$ cat src/rtl/rcc_map.svh
// register map, field positions, reset values and timing for rcc
`ifndef RCC_MAP_SVH
`define RCC_MAP_SVH
`define RCC_ADDR_W          8
`define RCC_OFS_CTRL        8'h00
`define RCC_OFS_MODEM       8'h04
`define RCC_OFS_LEVEL       8'h08
`define RCC_OFS_SYNTH       8'h0c
`define RCC_OFS_TRANSMIT_CONTROL_REG      8'h10
`define RCC_OFS_PINCFG      8'h14
`define RCC_OFS_STATUS      8'h18
`define RCC_OFS_CORR        8'h1c
`define RCC_CTRL_RX         0
`define RCC_CTRL_TX         1
`define RCC_CTRL_TXCLEAR    2
`define RCC_CTRL_OFF        3
`define RCC_MODEM_APPEND    0
`define RCC_MODEM_MODE_LO   1
`define RCC_MODEM_HYST_LO   3
`define RCC_ST_LVALID       0
`define RCC_ST_TXACT        1
`define RCC_ST_CAL          2
`define RCC_ST_CCA          3
`define RCC_ST_RXON         4
`define RCC_RST_MODEM       8'h2f
`define RCC_RST_THR         8'he0
`define RCC_RST_CHAN        10'h165
`define RCC_RST_TRANSMIT_CONTROL_REG      16'ha0ff
`define RCC_CARRIER_BASE    12'h800
`define RCC_IF_OFFSET       12'h002
`define RCC_RESP_OKAY       2'h0
`define RCC_RESP_SLVERR     2'h2
`define RCC_CLK_PERIOD_NS   25
`define RCC_SYMBOL_NS       16000
`define RCC_AVG_SYMBOLS     8
`define RCC_CAL_NS          192000
`endif

$ cat src/rtl/rcc_pkg.sv
// types shared by the rcc design
package rcc_pkg;
    typedef enum logic [2:0] {
        RCC_IDLE, RCC_RX_CAL, RCC_RX, RCC_TX_CAL, RCC_ACK_CAL, RCC_TX
    } rcc_state_t;
    typedef struct packed {
        logic              sfdSeen;
        logic              frameActive;
        logic              frameEnd;
        logic              crcOk;
        logic              ackRequest;
        logic              txDone;
        logic signed [7:0] level;
        logic [6:0]        corr;
    } rcc_rx_in_t;
    typedef struct packed {
        logic [6:0]        corr;
        logic signed [7:0] level;
        logic              crcOk;
    } rcc_append_t;
endpackage : rcc_pkg

$ cat src/rtl/rcc_level_avg.sv
// moving average of signal level over the latest symbols
`timescale 1ns/1ps
module rcc_level_avg #(
    parameter int DEPTH = 8
) (
    // clock and reset
    input  wire logic              mclk,
    input  wire logic              reset_n,
    // control
    input  wire logic              enable,
    input  wire logic              symTick,
    input  wire logic signed [7:0] sampleIn,
    // result
    output logic signed [7:0]      levelAvg,
    output logic                   levelValid
);
    localparam int SHIFT = $clog2(DEPTH);
    localparam int SUM_W = 8 + SHIFT;
    localparam int CNT_W = $clog2(DEPTH + 1);

    if (DEPTH < 2 || (1 << SHIFT) != DEPTH) begin : g_chk
        $error("rcc_level_avg: DEPTH must be a power of two");
    end

    logic signed [7:0]       histReg [DEPTH-1];
    logic [CNT_W-1:0]        fillReg;
    logic signed [SUM_W-1:0] sumNext;

    for (genvar i = 0; i < DEPTH - 1; i++) begin : g_hist
        logic signed [7:0] shiftIn;
        if (i == 0) begin : g_head
            assign shiftIn = sampleIn;
        end else begin : g_tail
            assign shiftIn = histReg[i-1];
        end
        always_ff @(posedge mclk) begin
            if (!reset_n || !enable) begin
                histReg[i] <= 8'sh00;
            end else if (symTick) begin
                histReg[i] <= shiftIn;
            end
        end
    end

    always_comb begin
        sumNext = SUM_W'(sampleIn);
        for (int i = 0; i < DEPTH - 1; i++) begin
            sumNext = sumNext + SUM_W'(histReg[i]);
        end
    end

    // average of the newest samples
    always_ff @(posedge mclk) begin
        if (!reset_n) begin
            levelAvg <= 8'sh00;
        end else if (enable && symTick) begin
            levelAvg <= 8'(sumNext >>> SHIFT);
        end
    end

    // valid after a full window of enabled symbols
    always_ff @(posedge mclk) begin
        if (!reset_n || !enable) begin
            fillReg    <= '0;
            levelValid <= 1'b0;
        end else if (symTick && fillReg != CNT_W'(DEPTH)) begin
            fillReg    <= fillReg + 1'b1;
            levelValid <= (fillReg == CNT_W'(DEPTH - 1));
        end
    end
endmodule : rcc_level_avg

$ cat src/rtl/rcc_corr_avg.sv
// average correlation over the first symbols after frame start
`timescale 1ns/1ps
module rcc_corr_avg #(
    parameter int SYMBOLS = 8
) (
    // clock and reset
    input  wire logic       mclk,
    input  wire logic       reset_n,
    // input
    input  wire logic       start,
    input  wire logic       symTick,
    input  wire logic [6:0] corrIn,
    // result
    output logic [6:0]      corrAvg,
    output logic            corrDone
);
    localparam int SHIFT = $clog2(SYMBOLS);
    localparam int ACC_W = 7 + SHIFT;
    localparam int CNT_W = $clog2(SYMBOLS + 1);

    if (SYMBOLS < 2 || (1 << SHIFT) != SYMBOLS) begin : g_chk
        $error("rcc_corr_avg: SYMBOLS must be a power of two");
    end

    logic [ACC_W-1:0] accReg;
    logic [CNT_W-1:0] cntReg;
    logic             busyReg;
    logic [ACC_W-1:0] accNext;

    assign accNext = accReg + ACC_W'(corrIn);

    // unsigned mean of the first symbols of each packet
    always_ff @(posedge mclk) begin
        if (!reset_n) begin
            accReg   <= '0;
            cntReg   <= '0;
            busyReg  <= 1'b0;
            corrAvg  <= 7'h00;
            corrDone <= 1'b0;
        end else begin
            corrDone <= 1'b0;
            if (start) begin
                accReg  <= '0;
                cntReg  <= '0;
                busyReg <= 1'b1;
            end else if (busyReg && symTick) begin
                accReg <= accNext;
                cntReg <= cntReg + 1'b1;
                if (cntReg == CNT_W'(SYMBOLS - 1)) begin
                    busyReg  <= 1'b0;
                    corrAvg  <= 7'(accNext >> SHIFT);
                    corrDone <= 1'b1;
                end
            end
        end
    end
endmodule : rcc_corr_avg

$ cat src/rtl/rcc_top.sv
// signal level, clear channel, synthesizer and power control block
//
// Overview of operation
// - signal level reads as eight-bit signed two's complement value
// - signal level is the mean of the latest eight symbol periods
// - level valid flag rises after eight enabled receive symbols
// - per packet, unsigned 7-bit mean correlation over first eight symbols
// - with append enabled, correlation, level and CRC flag follow frames
// - clear channel result counts only after eight enabled symbols
// - measured level is compared with a threshold in 1 dB steps
// - programmable hysteresis widens the threshold comparison
// - mode 1 energy, 2 no valid data, 3 both, 0 reserved
// - clear channel pin active high, inverted by polarity bit
// - transmit-if-clear strobe starts sending only on a clear channel
// - carrier MHz equals 2048 plus ten-bit channel word
// - oscillator sits 2 MHz below carrier in receive, on it in transmit
// - calibration runs on every receive or transmit enable
// - amplifier level is the low field of transmit control register
`timescale 1ns/1ps
`include "rcc_map.svh"
module rcc_top import rcc_pkg::*; #(
    parameter int CAL_CYCLES =
        (`RCC_CAL_NS + `RCC_CLK_PERIOD_NS - 1) / `RCC_CLK_PERIOD_NS,
    parameter int SYM_CYCLES = `RCC_SYMBOL_NS / `RCC_CLK_PERIOD_NS,
    parameter int AVG_SYMBOLS = `RCC_AVG_SYMBOLS
) (
    // clock and reset
    input  wire logic                   mclk,
    input  wire logic                   reset_n,
    // register bus
    input  wire logic [`RCC_ADDR_W-1:0] s_axi_awaddr,
    input  wire logic                   s_axi_awvalid,
    output logic                        s_axi_awready,
    input  wire logic [31:0]            s_axi_wdata,
    input  wire logic [3:0]             s_axi_wstrb,
    input  wire logic                   s_axi_wvalid,
    output logic                        s_axi_wready,
    output logic [1:0]                  s_axi_bresp,
    output logic                        s_axi_bvalid,
    input  wire logic                   s_axi_bready,
    input  wire logic [`RCC_ADDR_W-1:0] s_axi_araddr,
    input  wire logic                   s_axi_arvalid,
    output logic                        s_axi_arready,
    output logic [31:0]                 s_axi_rdata,
    output logic [1:0]                  s_axi_rresp,
    output logic                        s_axi_rvalid,
    input  wire logic                   s_axi_rready,
    // receive path
    input  wire rcc_rx_in_t             rxIn,
    // radio control
    output logic                        rxOn,
    output logic                        txOn,
    output logic                        calOn,
    output logic [11:0]                 loFreqMhz,
    output logic [4:0]                  amplifierLevel,
    output logic                        clearChannelPin,
    // appended frame status
    output logic                        appendValid,
    output rcc_append_t                 appendWord
);
    if (CAL_CYCLES < 1 || SYM_CYCLES < 2) begin : g_chk
        $error("rcc_top: cycle counts too small");
    end

    localparam int CAL_W = $clog2(CAL_CYCLES + 1);
    localparam int SYM_W = $clog2(SYM_CYCLES);

    function automatic logic regMapped(input logic [`RCC_ADDR_W-1:0] a);
        return a == `RCC_OFS_CTRL || a == `RCC_OFS_MODEM ||
               a == `RCC_OFS_LEVEL || a == `RCC_OFS_SYNTH ||
               a == `RCC_OFS_TRANSMIT_CONTROL_REG || a == `RCC_OFS_PINCFG ||
               a == `RCC_OFS_STATUS || a == `RCC_OFS_CORR;
    endfunction : regMapped

    function automatic logic [31:0] byteMerge(input logic [31:0] old,
                                              input logic [31:0] data,
                                              input logic [3:0]  strb);
        logic [31:0] r;
        r = old;
        for (int b = 0; b < 4; b++) begin
            if (strb[b]) begin
                r[8*b +: 8] = data[8*b +: 8];
            end
        end
        return r;
    endfunction : byteMerge

    // bus holding registers
    logic [`RCC_ADDR_W-1:0] awAddrReg;
    logic [31:0]            wDataReg;
    logic [3:0]             wStrbReg;
    logic                   doWrite;
    // software registers
    logic [7:0]             modemReg;
    logic [7:0]             thrReg;
    logic [9:0]             chanReg;
    logic [15:0]            txCtrlReg;
    logic                   polarityReg;
    // strobes
    logic                   ctrlWrite;
    logic                   strobeRx;
    logic                   strobeTx;
    logic                   strobeTxClear;
    logic                   strobeOff;
    // radio state
    rcc_state_t             stateReg;
    rcc_state_t             stateNext;
    logic [CAL_W-1:0]       calCountReg;
    logic                   calDone;
    logic [SYM_W-1:0]       symCountReg;
    logic                   symTick;
    logic                   rxEnabled;
    logic signed [7:0]      levelAvg;
    logic                   levelValid;
    logic [6:0]             corrAvg;
    logic                   energyBusyReg;
    logic signed [8:0]      thrLow;
    logic                   clearNow;
    logic                   ccaResult;

    assign doWrite = !s_axi_awready && !s_axi_wready && !s_axi_bvalid;
    assign ctrlWrite = doWrite && awAddrReg == `RCC_OFS_CTRL && wStrbReg[0];
    assign strobeRx      = ctrlWrite && wDataReg[`RCC_CTRL_RX];
    assign strobeTx      = ctrlWrite && wDataReg[`RCC_CTRL_TX];
    assign strobeTxClear = ctrlWrite && wDataReg[`RCC_CTRL_TXCLEAR];
    assign strobeOff     = ctrlWrite && wDataReg[`RCC_CTRL_OFF];

    // write address, write data and response
    always_ff @(posedge mclk) begin
        if (!reset_n) begin
            s_axi_awready <= 1'b1;
            s_axi_wready  <= 1'b1;
            s_axi_bvalid  <= 1'b0;
            s_axi_bresp   <= `RCC_RESP_OKAY;
            awAddrReg     <= '0;
            wDataReg      <= 32'h0000_0000;
            wStrbReg      <= 4'h0;
        end else begin
            if (s_axi_awvalid && s_axi_awready) begin
                awAddrReg     <= s_axi_awaddr;
                s_axi_awready <= 1'b0;
            end
            if (s_axi_wvalid && s_axi_wready) begin
                wDataReg     <= s_axi_wdata;
                wStrbReg     <= s_axi_wstrb;
                s_axi_wready <= 1'b0;
            end
            if (doWrite) begin
                s_axi_bvalid <= 1'b1;
                s_axi_bresp  <= regMapped(awAddrReg) ? `RCC_RESP_OKAY
                                                     : `RCC_RESP_SLVERR;
            end
            if (s_axi_bvalid && s_axi_bready) begin
                s_axi_bvalid  <= 1'b0;
                s_axi_awready <= 1'b1;
                s_axi_wready  <= 1'b1;
            end
        end
    end

    // configuration registers
    always_ff @(posedge mclk) begin
        if (!reset_n) begin
            modemReg    <= `RCC_RST_MODEM;
            thrReg      <= `RCC_RST_THR;
            chanReg     <= `RCC_RST_CHAN;
            txCtrlReg   <= `RCC_RST_TRANSMIT_CONTROL_REG;
            polarityReg <= 1'b0;
        end else if (doWrite) begin
            unique case (awAddrReg)
                `RCC_OFS_MODEM:  modemReg <= 8'(byteMerge(
                                     32'(modemReg), wDataReg, wStrbReg));
                `RCC_OFS_LEVEL:  thrReg <= 8'(byteMerge(
                                     32'(thrReg) << 8, wDataReg,
                                     wStrbReg) >> 8);
                `RCC_OFS_SYNTH:  chanReg <= 10'(byteMerge(
                                     32'(chanReg), wDataReg, wStrbReg));
                `RCC_OFS_TRANSMIT_CONTROL_REG: txCtrlReg <= 16'(byteMerge(
                                     32'(txCtrlReg), wDataReg, wStrbReg));
                `RCC_OFS_PINCFG: polarityReg <= 1'(byteMerge(
                                     32'(polarityReg), wDataReg, wStrbReg));
                default: ;
            endcase
        end
    end

    // read channel
    always_ff @(posedge mclk) begin
        if (!reset_n) begin
            s_axi_arready <= 1'b1;
            s_axi_rvalid  <= 1'b0;
            s_axi_rdata   <= 32'h0000_0000;
            s_axi_rresp   <= `RCC_RESP_OKAY;
        end else if (s_axi_arvalid && s_axi_arready) begin
            s_axi_arready <= 1'b0;
            s_axi_rvalid  <= 1'b1;
            s_axi_rresp   <= regMapped(s_axi_araddr) ? `RCC_RESP_OKAY
                                                     : `RCC_RESP_SLVERR;
            s_axi_rdata   <= 32'h0000_0000;
            unique case (s_axi_araddr)
                `RCC_OFS_MODEM:  s_axi_rdata <= 32'(modemReg);
                `RCC_OFS_LEVEL:  s_axi_rdata <= {16'h0000, thrReg,
                                                 levelAvg};
                `RCC_OFS_SYNTH:  s_axi_rdata <= 32'(chanReg);
                `RCC_OFS_TRANSMIT_CONTROL_REG: s_axi_rdata <= 32'(txCtrlReg);
                `RCC_OFS_PINCFG: s_axi_rdata <= 32'(polarityReg);
                `RCC_OFS_STATUS: begin
                    s_axi_rdata[`RCC_ST_LVALID] <= levelValid;
                    s_axi_rdata[`RCC_ST_TXACT]  <= txOn;
                    s_axi_rdata[`RCC_ST_CAL]    <= calOn;
                    s_axi_rdata[`RCC_ST_CCA]    <= ccaResult;
                    s_axi_rdata[`RCC_ST_RXON]   <= rxOn;
                end
                `RCC_OFS_CORR:   s_axi_rdata <= 32'(corrAvg);
                default: ;
            endcase
        end else if (s_axi_rvalid && s_axi_rready) begin
            s_axi_rvalid  <= 1'b0;
            s_axi_arready <= 1'b1;
        end
    end

    // radio control state machine
    assign calDone = calCountReg == CAL_W'(CAL_CYCLES - 1);

    always_comb begin
        stateNext = stateReg;
        unique case (stateReg)
            RCC_IDLE: begin
                if (strobeTx) begin
                    stateNext = RCC_TX_CAL;
                end else if (strobeRx) begin
                    stateNext = RCC_RX_CAL;
                end
            end
            RCC_RX_CAL: begin
                if (calDone) begin
                    stateNext = RCC_RX;
                end
            end
            RCC_RX: begin
                if (strobeTx || (strobeTxClear && ccaResult)) begin
                    stateNext = RCC_TX_CAL;
                end else if (rxIn.ackRequest) begin
                    stateNext = RCC_ACK_CAL;
                end
            end
            RCC_TX_CAL, RCC_ACK_CAL: begin
                if (calDone) begin
                    stateNext = RCC_TX;
                end
            end
            RCC_TX: begin
                if (rxIn.txDone) begin
                    stateNext = RCC_RX_CAL;
                end
            end
        endcase
        if (strobeOff) begin
            stateNext = RCC_IDLE;
        end
    end

    always_ff @(posedge mclk) begin
        if (!reset_n) begin
            stateReg <= RCC_IDLE;
        end else begin
            stateReg <= stateNext;
        end
    end

    // calibration timer restarts on each calibration entry
    always_ff @(posedge mclk) begin
        if (!reset_n || stateNext != stateReg) begin
            calCountReg <= '0;
        end else if (calOn && !calDone) begin
            calCountReg <= calCountReg + 1'b1;
        end
    end

    // radio enables
    always_ff @(posedge mclk) begin
        if (!reset_n) begin
            rxOn  <= 1'b0;
            txOn  <= 1'b0;
            calOn <= 1'b0;
        end else begin
            rxOn  <= stateNext == RCC_RX_CAL || stateNext == RCC_RX;
            txOn  <= stateNext == RCC_TX_CAL || stateNext == RCC_ACK_CAL ||
                     stateNext == RCC_TX;
            calOn <= stateNext == RCC_RX_CAL || stateNext == RCC_TX_CAL ||
                     stateNext == RCC_ACK_CAL;
        end
    end

    // symbol timing, running only while receiving
    assign rxEnabled = stateReg == RCC_RX;
    assign symTick   = rxEnabled && symCountReg == SYM_W'(SYM_CYCLES - 1);

    always_ff @(posedge mclk) begin
        if (!reset_n || !rxEnabled || symTick) begin
            symCountReg <= '0;
        end else begin
            symCountReg <= symCountReg + 1'b1;
        end
    end

    rcc_level_avg #(
        .DEPTH      (AVG_SYMBOLS)
    ) u_level (
        .mclk       (mclk),
        .reset_n    (reset_n),
        .enable     (rxEnabled),
        .symTick    (symTick),
        .sampleIn   (rxIn.level),
        .levelAvg   (levelAvg),
        .levelValid (levelValid)
    );

    rcc_corr_avg #(
        .SYMBOLS  (AVG_SYMBOLS)
    ) u_corr (
        .mclk     (mclk),
        .reset_n  (reset_n),
        .start    (rxIn.sfdSeen && rxEnabled),
        .symTick  (symTick),
        .corrIn   (rxIn.corr),
        .corrAvg  (corrAvg),
        .corrDone ()
    );

    // energy detect with hysteresis
    assign thrLow = $signed({thrReg[7], thrReg}) -
        $signed({6'h00, modemReg[`RCC_MODEM_HYST_LO +: 3]});

    always_ff @(posedge mclk) begin
        if (!reset_n || !levelValid) begin
            energyBusyReg <= 1'b0;
        end else if (!energyBusyReg && levelAvg >= $signed(thrReg)) begin
            energyBusyReg <= 1'b1;
        end else if (energyBusyReg && $signed({levelAvg[7], levelAvg})
                     < thrLow) begin
            energyBusyReg <= 1'b0;
        end
    end

    always_comb begin
        unique case (modemReg[`RCC_MODEM_MODE_LO +: 2])
            2'h0: clearNow = 1'b0;
            2'h1: clearNow = !energyBusyReg;
            2'h2: clearNow = !rxIn.frameActive;
            2'h3: clearNow = !energyBusyReg && !rxIn.frameActive;
        endcase
    end

    assign ccaResult = levelValid && clearNow;

    // pin, synthesizer and amplifier outputs
    always_ff @(posedge mclk) begin
        if (!reset_n) begin
            clearChannelPin <= 1'b0;
            loFreqMhz       <= `RCC_CARRIER_BASE;
            amplifierLevel  <= 5'h00;
        end else begin
            clearChannelPin <= ccaResult ^ polarityReg;
            loFreqMhz <= `RCC_CARRIER_BASE + 12'(chanReg)
                - ((stateNext == RCC_RX_CAL || stateNext == RCC_RX)
                   ? `RCC_IF_OFFSET : 12'h000);
            amplifierLevel  <= txCtrlReg[4:0];
        end
    end

    // status appended at frame end
    always_ff @(posedge mclk) begin
        if (!reset_n) begin
            appendValid <= 1'b0;
            appendWord  <= '0;
        end else begin
            appendValid <= rxIn.frameEnd && modemReg[`RCC_MODEM_APPEND];
            if (rxIn.frameEnd && modemReg[`RCC_MODEM_APPEND]) begin
                appendWord <= '{corr: corrAvg, level: levelAvg,
                                crcOk: rxIn.crcOk};
            end
        end
    end
endmodule : rcc_top

$ cat config.mk
export PLATFORM = sky130hd
export DESIGN_NAME = rcc_top
export DESIGN_NICKNAME = d
export VERILOG_FILES = /design/src/rtl/rcc_pkg.sv /design/src/rtl/rcc_level_avg.sv /design/src/rtl/rcc_corr_avg.sv /design/src/rtl/rcc_top.sv
export VERILOG_INCLUDE_DIRS = /design/src /design/src/rtl
export SDC_FILE = /design/constraint.sdc
export NUM_CORES = 1
export LEC_CHECK = 0
export ABC_CLOCK_PERIOD_IN_PS = 5800
export BUFFER_PORTS_ARGS = -buffer_cell sky130_fd_sc_hd__buf_2
export CELL_PAD_IN_SITES_DETAIL_PLACEMENT = 1
export CELL_PAD_IN_SITES_GLOBAL_PLACEMENT = 1
export CORE_UTILIZATION = 45
export DETAILED_ROUTE_END_ITERATION = 10
export HOLD_SLACK_MARGIN = 0.03
export PLACE_DENSITY = 0.9
export SLEW_MARGIN = 20
export SYNTH_ARGS = -nofsm -noshare
export SYNTH_HDL_FRONTEND = slang
export SYNTH_SLANG_ARGS = --single-unit
$ cat constraint.sdc
create_clock -name mclk -period 5.8 [get_ports mclk]
set_input_delay 0.29 -clock mclk [delete_from_list [all_inputs] [get_ports mclk]]
set_output_delay 0.29 -clock mclk [all_outputs]
set_load 0.1 [all_outputs]
======== After elaboration in Yosys (flattened, before gate mapping) ========
Memory sizes are Yosys's and may differ from the RTL's.
Index checks and enable logic that the tools add are counted.
cells by class
  multiplexer cells ....................... 36
  bitwise logic cells ..................... 10
  order comparisons ....................... 2
  reduce and logical (&&, ||, !) cells .... 78
  equality and inequality tests ........... 33
  add/sub/neg operators ................... 15
operators with widths
  operator                                                         number
  8-bit by 5-bit == test with 1-bit output, second input constant  8
  8-bit two-way mux                                                7
  11-bit by 8-bit adder with 11-bit output                         5
  11-bit one-hot mux with 5 select lines                           1
  5-bit one-hot mux with 7 select lines                            1
  8-bit by 4-bit == test with 1-bit output, second input constant  4
  1-bit logical AND                                                25
  1-bit logical OR                                                 24
  3-bit two-way mux                                                8
  3-bit AND reduction                                              8
  8-bit by 3-bit == test with 1-bit output, second input constant  2
  8-bit logical NOT                                                2
  3-bit one-hot mux with 5 select lines                            1
  1-bit two-way mux                                                14
  13-bit by 1-bit adder with 13-bit output, second input constant  1
  13-bit == test, second input constant                            1
  12-bit by 10-bit adder with 12-bit output, first input constant  1
  3-bit by 2-bit == test with 1-bit output, second input constant  4
  3-bit == test, second input constant                             4
  12-bit by 2-bit subtractor with 12-bit output                    1
  10-bit by 1-bit adder with 10-bit output, second input constant  1
  10-bit by 7-bit adder with 10-bit output                         1
  9-bit by 8-bit adder with 10-bit output                          1
  10-bit == test, second input constant                            1
  other kinds (22)                                                 48
storage, ports and cells
  bits in writable memories ............... 56
  memories ................................ 1
  input bits .............................. 80
  bits in registers ....................... 210
  output and inout port bits .............. 79
  logic and storage cells ................. 214
memories
  name             words  bits a word  read ports  clocked after Yosys merged registers in  write ports  RTL line             RTL
  u_level.histReg  7      8            7           0                                        7            rcc_level_avg.sv:25  logic signed [7:0] histReg [DEPTH-1];

======== Depth between registers and ports, before layout ========
  depth after elaboration ................. 15
  gate-level depth with buffers ........... 21
  mapped depth without buffers ............ 21

======== By module ========
From an unflattened synthesis, not the netlist that was laid out.
second synthesis, totals
  cell total of the unflattened synthesis .. 1392
  area total of the unflattened synthesis .. 12709.7 µm²
modules (own cells, without submodules)
  module         area each (µm²)  cells an instance  sequential area each (µm²)  instances
  rcc_top        7282.0           876                3143.0                      1
  rcc_level_avg  4257.8           384                1941.9                      1
  rcc_corr_avg   1169.9           132                460.4                       1

======== Least setup slack after synthesis ========
No wires, ideal clock.
  path type ............................... register to register
  from .................................... memory u_level.histReg[1][1] (netlist: u_level.histReg[0][9])
  to ...................................... register u_level.levelAvg[7]
  setup time .............................. 86 ps
  path slack .............................. 794 ps
  cell stages (with the launch flop) ...... 22
  arrival time ............................ 4921 ps
  path buffers ............................ 0
  data required time ...................... 5714 ps
  clock period less this slack ............ 5006 ps
  cell sequence ........................... edfxtp_1 fa_1 ha_1 inv_1 fa_1 nor2b_1 o21ai_0 a21boi_0 o21ai_0 a21boi_0 nor2_1 fa_1 inv_1 fa_1 fa_1 inv_1 ha_1 o21ai_0 a21oi_1 o41ai_1 xnor2_1 a211oi_1
RTL lines
  what                  RTL line             RTL
  from (decl)           rcc_level_avg.sv:25
  to (signal assigned)  rcc_level_avg.sv:57  levelAvg <= 8'(sumNext >>> SHIFT);
  to (decl)             rcc_level_avg.sv:14  output logic signed [7:0] levelAvg,

==> results by group <==
Flow run
  – Max Cap Viol: 0

Placed design
  – Placer Congestion: 0.886
  – Setup slack after placement: -0.0398 ns
  – Buffers on Ports: 122
  – Placed Cells: 1,810
  – Placed cell areas: 13,600 sq um
  – DP Wirelength: 25,200 um

Synthesis
  – Adder-cell share of the synthesized area: 12.1%
  – Compound-gate portion of the synthesized area: 10.7%
  – Post-synthesis mux area share: 3.65%
  – Distinct cells, synth: 83
  – Seq/Total Area, Yosys: 43.0%
  – Synth Area in Simple Gates: 20.4%
  – Post-synth ARST share: 0%
  – Synth Warn #: 0
  – Syn Std Cell Area: 12,800 sq um
  – Top_reg_cell synth: dfxtp_1
  – Post-Synth XOR/XNOR Area: 4.02%
  – Main combinational cell family by area after synthesis: simple AND/OR/NAND/NOR gates
  – #FFs+latches synth: 248
  – Number of synthesized flops with an enable pin: 56
  – Gate Count Post-Synth: 1,375
  – Mean area per synthesized cell: 9.34 sq um

Route
  – DR iter-0 viols: 896
  – Vias/cell: 5.76
  – Via count: 10,900
  – Routed WL: 40,300 um
  – Avg WL per Cell: 21.3 um
  – Drc violations: 0
  – Drt pass-1 iters: 6
  – Detail Route Antenna Nets: 0

Timing
  – Total negative setup slack: 0 ns
  – Slew @ Worst Pin: 1.19 ns
  – Crit share post-route: 95.3%
  – Final setup margin: 0.271 ns
  – Slew margin rel.: 20.1%
  – Slew Viols, Final: 0
  – Final Setup Violations: 0
  – Final Hold Vio Count: 0
  – Max Fclk: 181 MHz
  – Worst clock skew: 0.0191 ns
  – RSZ-0062 raised after global routing: no
  – Min Tclk post-route: 5.53 ns

Global route
  – GR Overflow Total: 0
  – Initial antenna violation count: 3
  – Largest net degree at the start of global routing: 113
  – First-pass GRT wire length: 63,200 um
  – Vias in the first global route: 11,400
  – GR Util All Layers: 27.7%

Finish
  – Most common cell after layout, fill and taps aside: dfxtp_1
  – Finished Layout Cells: 1,889
  – Most frequent cells in the layout: dfxtp_1 (192), nand2_1 (188), buf_2 (122)
  – Finished Core Util: 53.3%
  – Area growth from synthesis to layout: 15.9%
  – Share of layout cells above drive strength 1: 13.7%
  – Final net count: 1,664
  – Design area: 14,900 sq um
  – Layout fillers: 3,205

Floorplanning
  – Die Footprint: 29,200 sq um
  – Core area: 27,900 sq um
  – Row Count: 61
  – Initial Utilization: 46.0%
  – Io pins: 159
  – Die width: 171 um
  – Die Y: 171 um

Power and ir drop
  – VDD IR max: 0.189 mV
  – PwrDens: 373 nW/um^2
  – Lkg Pwr: 6.33 nW

Critical path
  – Crit Path Category: register to register
  – Max incr delay on CP: 0.58 ns
  – Worst Path Buf+Inv: 1
  – Endpoint class of the critical path: register
  – Crit-path slowest cell: fa_1
  – CP top delay family: adder cells
  – CP Max Fanout: 3
  – Worst path most repeated cell: fa_1
  – CP Launch Type: register
  – Worst EP arrival: 5.97 ns
  – Worst path required time: 6.24 ns
  – Cell Chain, Critical Path: fa_1 -> ha_1 -> a21o_1 -> a21oi_1 -> nand2b_1 -> a21boi_0 -> nor2_1 -> xor2_2 -> fa_1 -> fa_1 -> fa_1 -> inv_1 -> ha_1 -> o21ai_1 -> a21oi_2 -> o41ai_2 -> xnor2_1 -> a211oi_2

Clocking
  – H-tree Lvls: 1
  – Clock tree root driver cell: clkbuf_16
  – Clk_lat worst skew: 0.55 ns
  – CTS tree: done
  – CTS Sinks: 248
  – Post-CTS setup buffers: 0
  – Clock transition at path regs: 0.07 ns
  – Total CTS buffers: 28
  – Max Buffers Root-to-Sink: 3

Worst hold path
  – Hold WC Path Type: input port to register

Outcome
  – Result of the run: completed
## registers in the layout, indices dropped and copies added (netlist names), 10 cells and up
name	cells
wDataReg	16
txCtrlReg	16
symCountReg	10
u_level.histReg	56
loFreqMhz	12
calCountReg	13
s_axi_rdata	16
appendWord	16
u_corr.accReg	10
chanReg	10
## cell families after synthesis
group	count (synthesis)
and+or+nand+nor	530
other	1
DFF	248
xor gates and xnor gates	59
AOI/OAI and AO/OA	214
adders and majority gates	96
muxes	45
buffers and inverters	182
## report_power, final
part / internal, mW / switching, mW / leakage (nW) / total, mW
registers: 1.87 / 0.111 / 2.23 / 1.98
logic: 0.610 / 1.11 / 3.64 / 1.72
clock network: 1.10 / 0.748 / 0.454 / 1.85
total: 3.58 / 1.97 / 6.33 / 5.55
## layer usage
| metal | share of wire [%] | up-vias | routed length (um) | track usage, % |
|---|---|---|---|---|
| met2 | 47 | 477 | 19000 | 46.7 |
| met3 | 6.9 | 151 | 2780 | 4.74 |
| met1 | 41 | 5341 | 16600 | 35.0 |
| met4 | 4.6 | 2 | 1850 | 11.5 |
| li1 | - | 4905 | - | - |
| met5 | 0.047 | - | 19 | 0 |
## through the flow
stage / hold WS (ns) / power (mW)
after global routing: 0.0477 / 5.81
after global placement: 0.439 / 3.44
final: 0.0512 / 5.55
after detailed placement: 0.445 / 3.56
after CTS: 0.0303 / 5.46
after floorplan: 0.390 / 3.21
## worst reg2reg max path: cells and delay by family, from the launching register on
family	cells	cell delay, ns
adder cells (fa/ha/maj)	6	2.81
AO/OA/AOI/OAI	7	1.39
flip-flops	1	0.45
XOR/XNOR	2	0.38
AND/OR/NAND/NOR	2	0.35
buffers and inverters	1	0.07
## timing repair
item,CTS,global route
endpoints found under the setup margin,1,3
hold endpoints to repair,26,0
resized for setup,1,11
hold buffers,26,0
cloned,0,0
pin swaps,0,2
## synth_stat cells (6+ instances only)
library cell	number	area share (%)
a22oi_1	14	0.82
nor2b_1	16	0.78
nor3_1	36	1.4
o21ai_1	6	0.23
a21oi_1	92	3.6
nand3_1	30	1.2
o21ai_0	31	1.2
fa_1	47	7.3
nand2_1	188	5.5
nor2_1	97	2.8
nand2b_1	12	0.58
and2_1	24	1.2
a211oi_1	9	0.53
nand4_1	13	0.63
a21o_1	7	0.41
and3_1	63	3.1
or3_1	12	0.58
edfxtp_1	56	13
mux2i_1	39	3.0
xor2_1	19	1.3
dfxtp_1	192	30
ha_1	49	4.8
buf_4	18	1.1
buf_2	7	0.27
inv_1	93	2.7
clkbuf_1	58	1.7
xnor2_1	40	2.7
## final timing paths
path	start	to	slack, ns	depth (start not counted)
hold reg to reg	appendWord[7]$_SDFFE_PN0P_	appendWord[7]$_SDFFE_PN0P_	0.45	2
hold / removal	s_axi_awaddr[0]	awAddrReg[0]$_SDFFE_PN0P_	0.05	3
setup reg to reg	u_level.histReg[0][10]$_SDFFCE_PN0P_	u_level.levelAvg[7]$_SDFFE_PN0P_	0.27	18
setup / recovery	u_level.histReg[0][10]$_SDFFCE_PN0P_	u_level.levelAvg[7]$_SDFFE_PN0P_	0.27	18
## final cells by class
type                       count  area, sq um  share of cell area (%)
tap                          378          473                    3.18
antenna                        2         5.00                  0.0336
inverter                      94          353                    2.37
multi-input combinational    962         6660                    44.8
clock inverter                17          190                    1.28
timing repair buffer         154          916                    6.16
sequential                   248         5530                    37.1
clock buffer                  34          754                    5.07
Note: power is estimated with default switching activity, not from simulation.
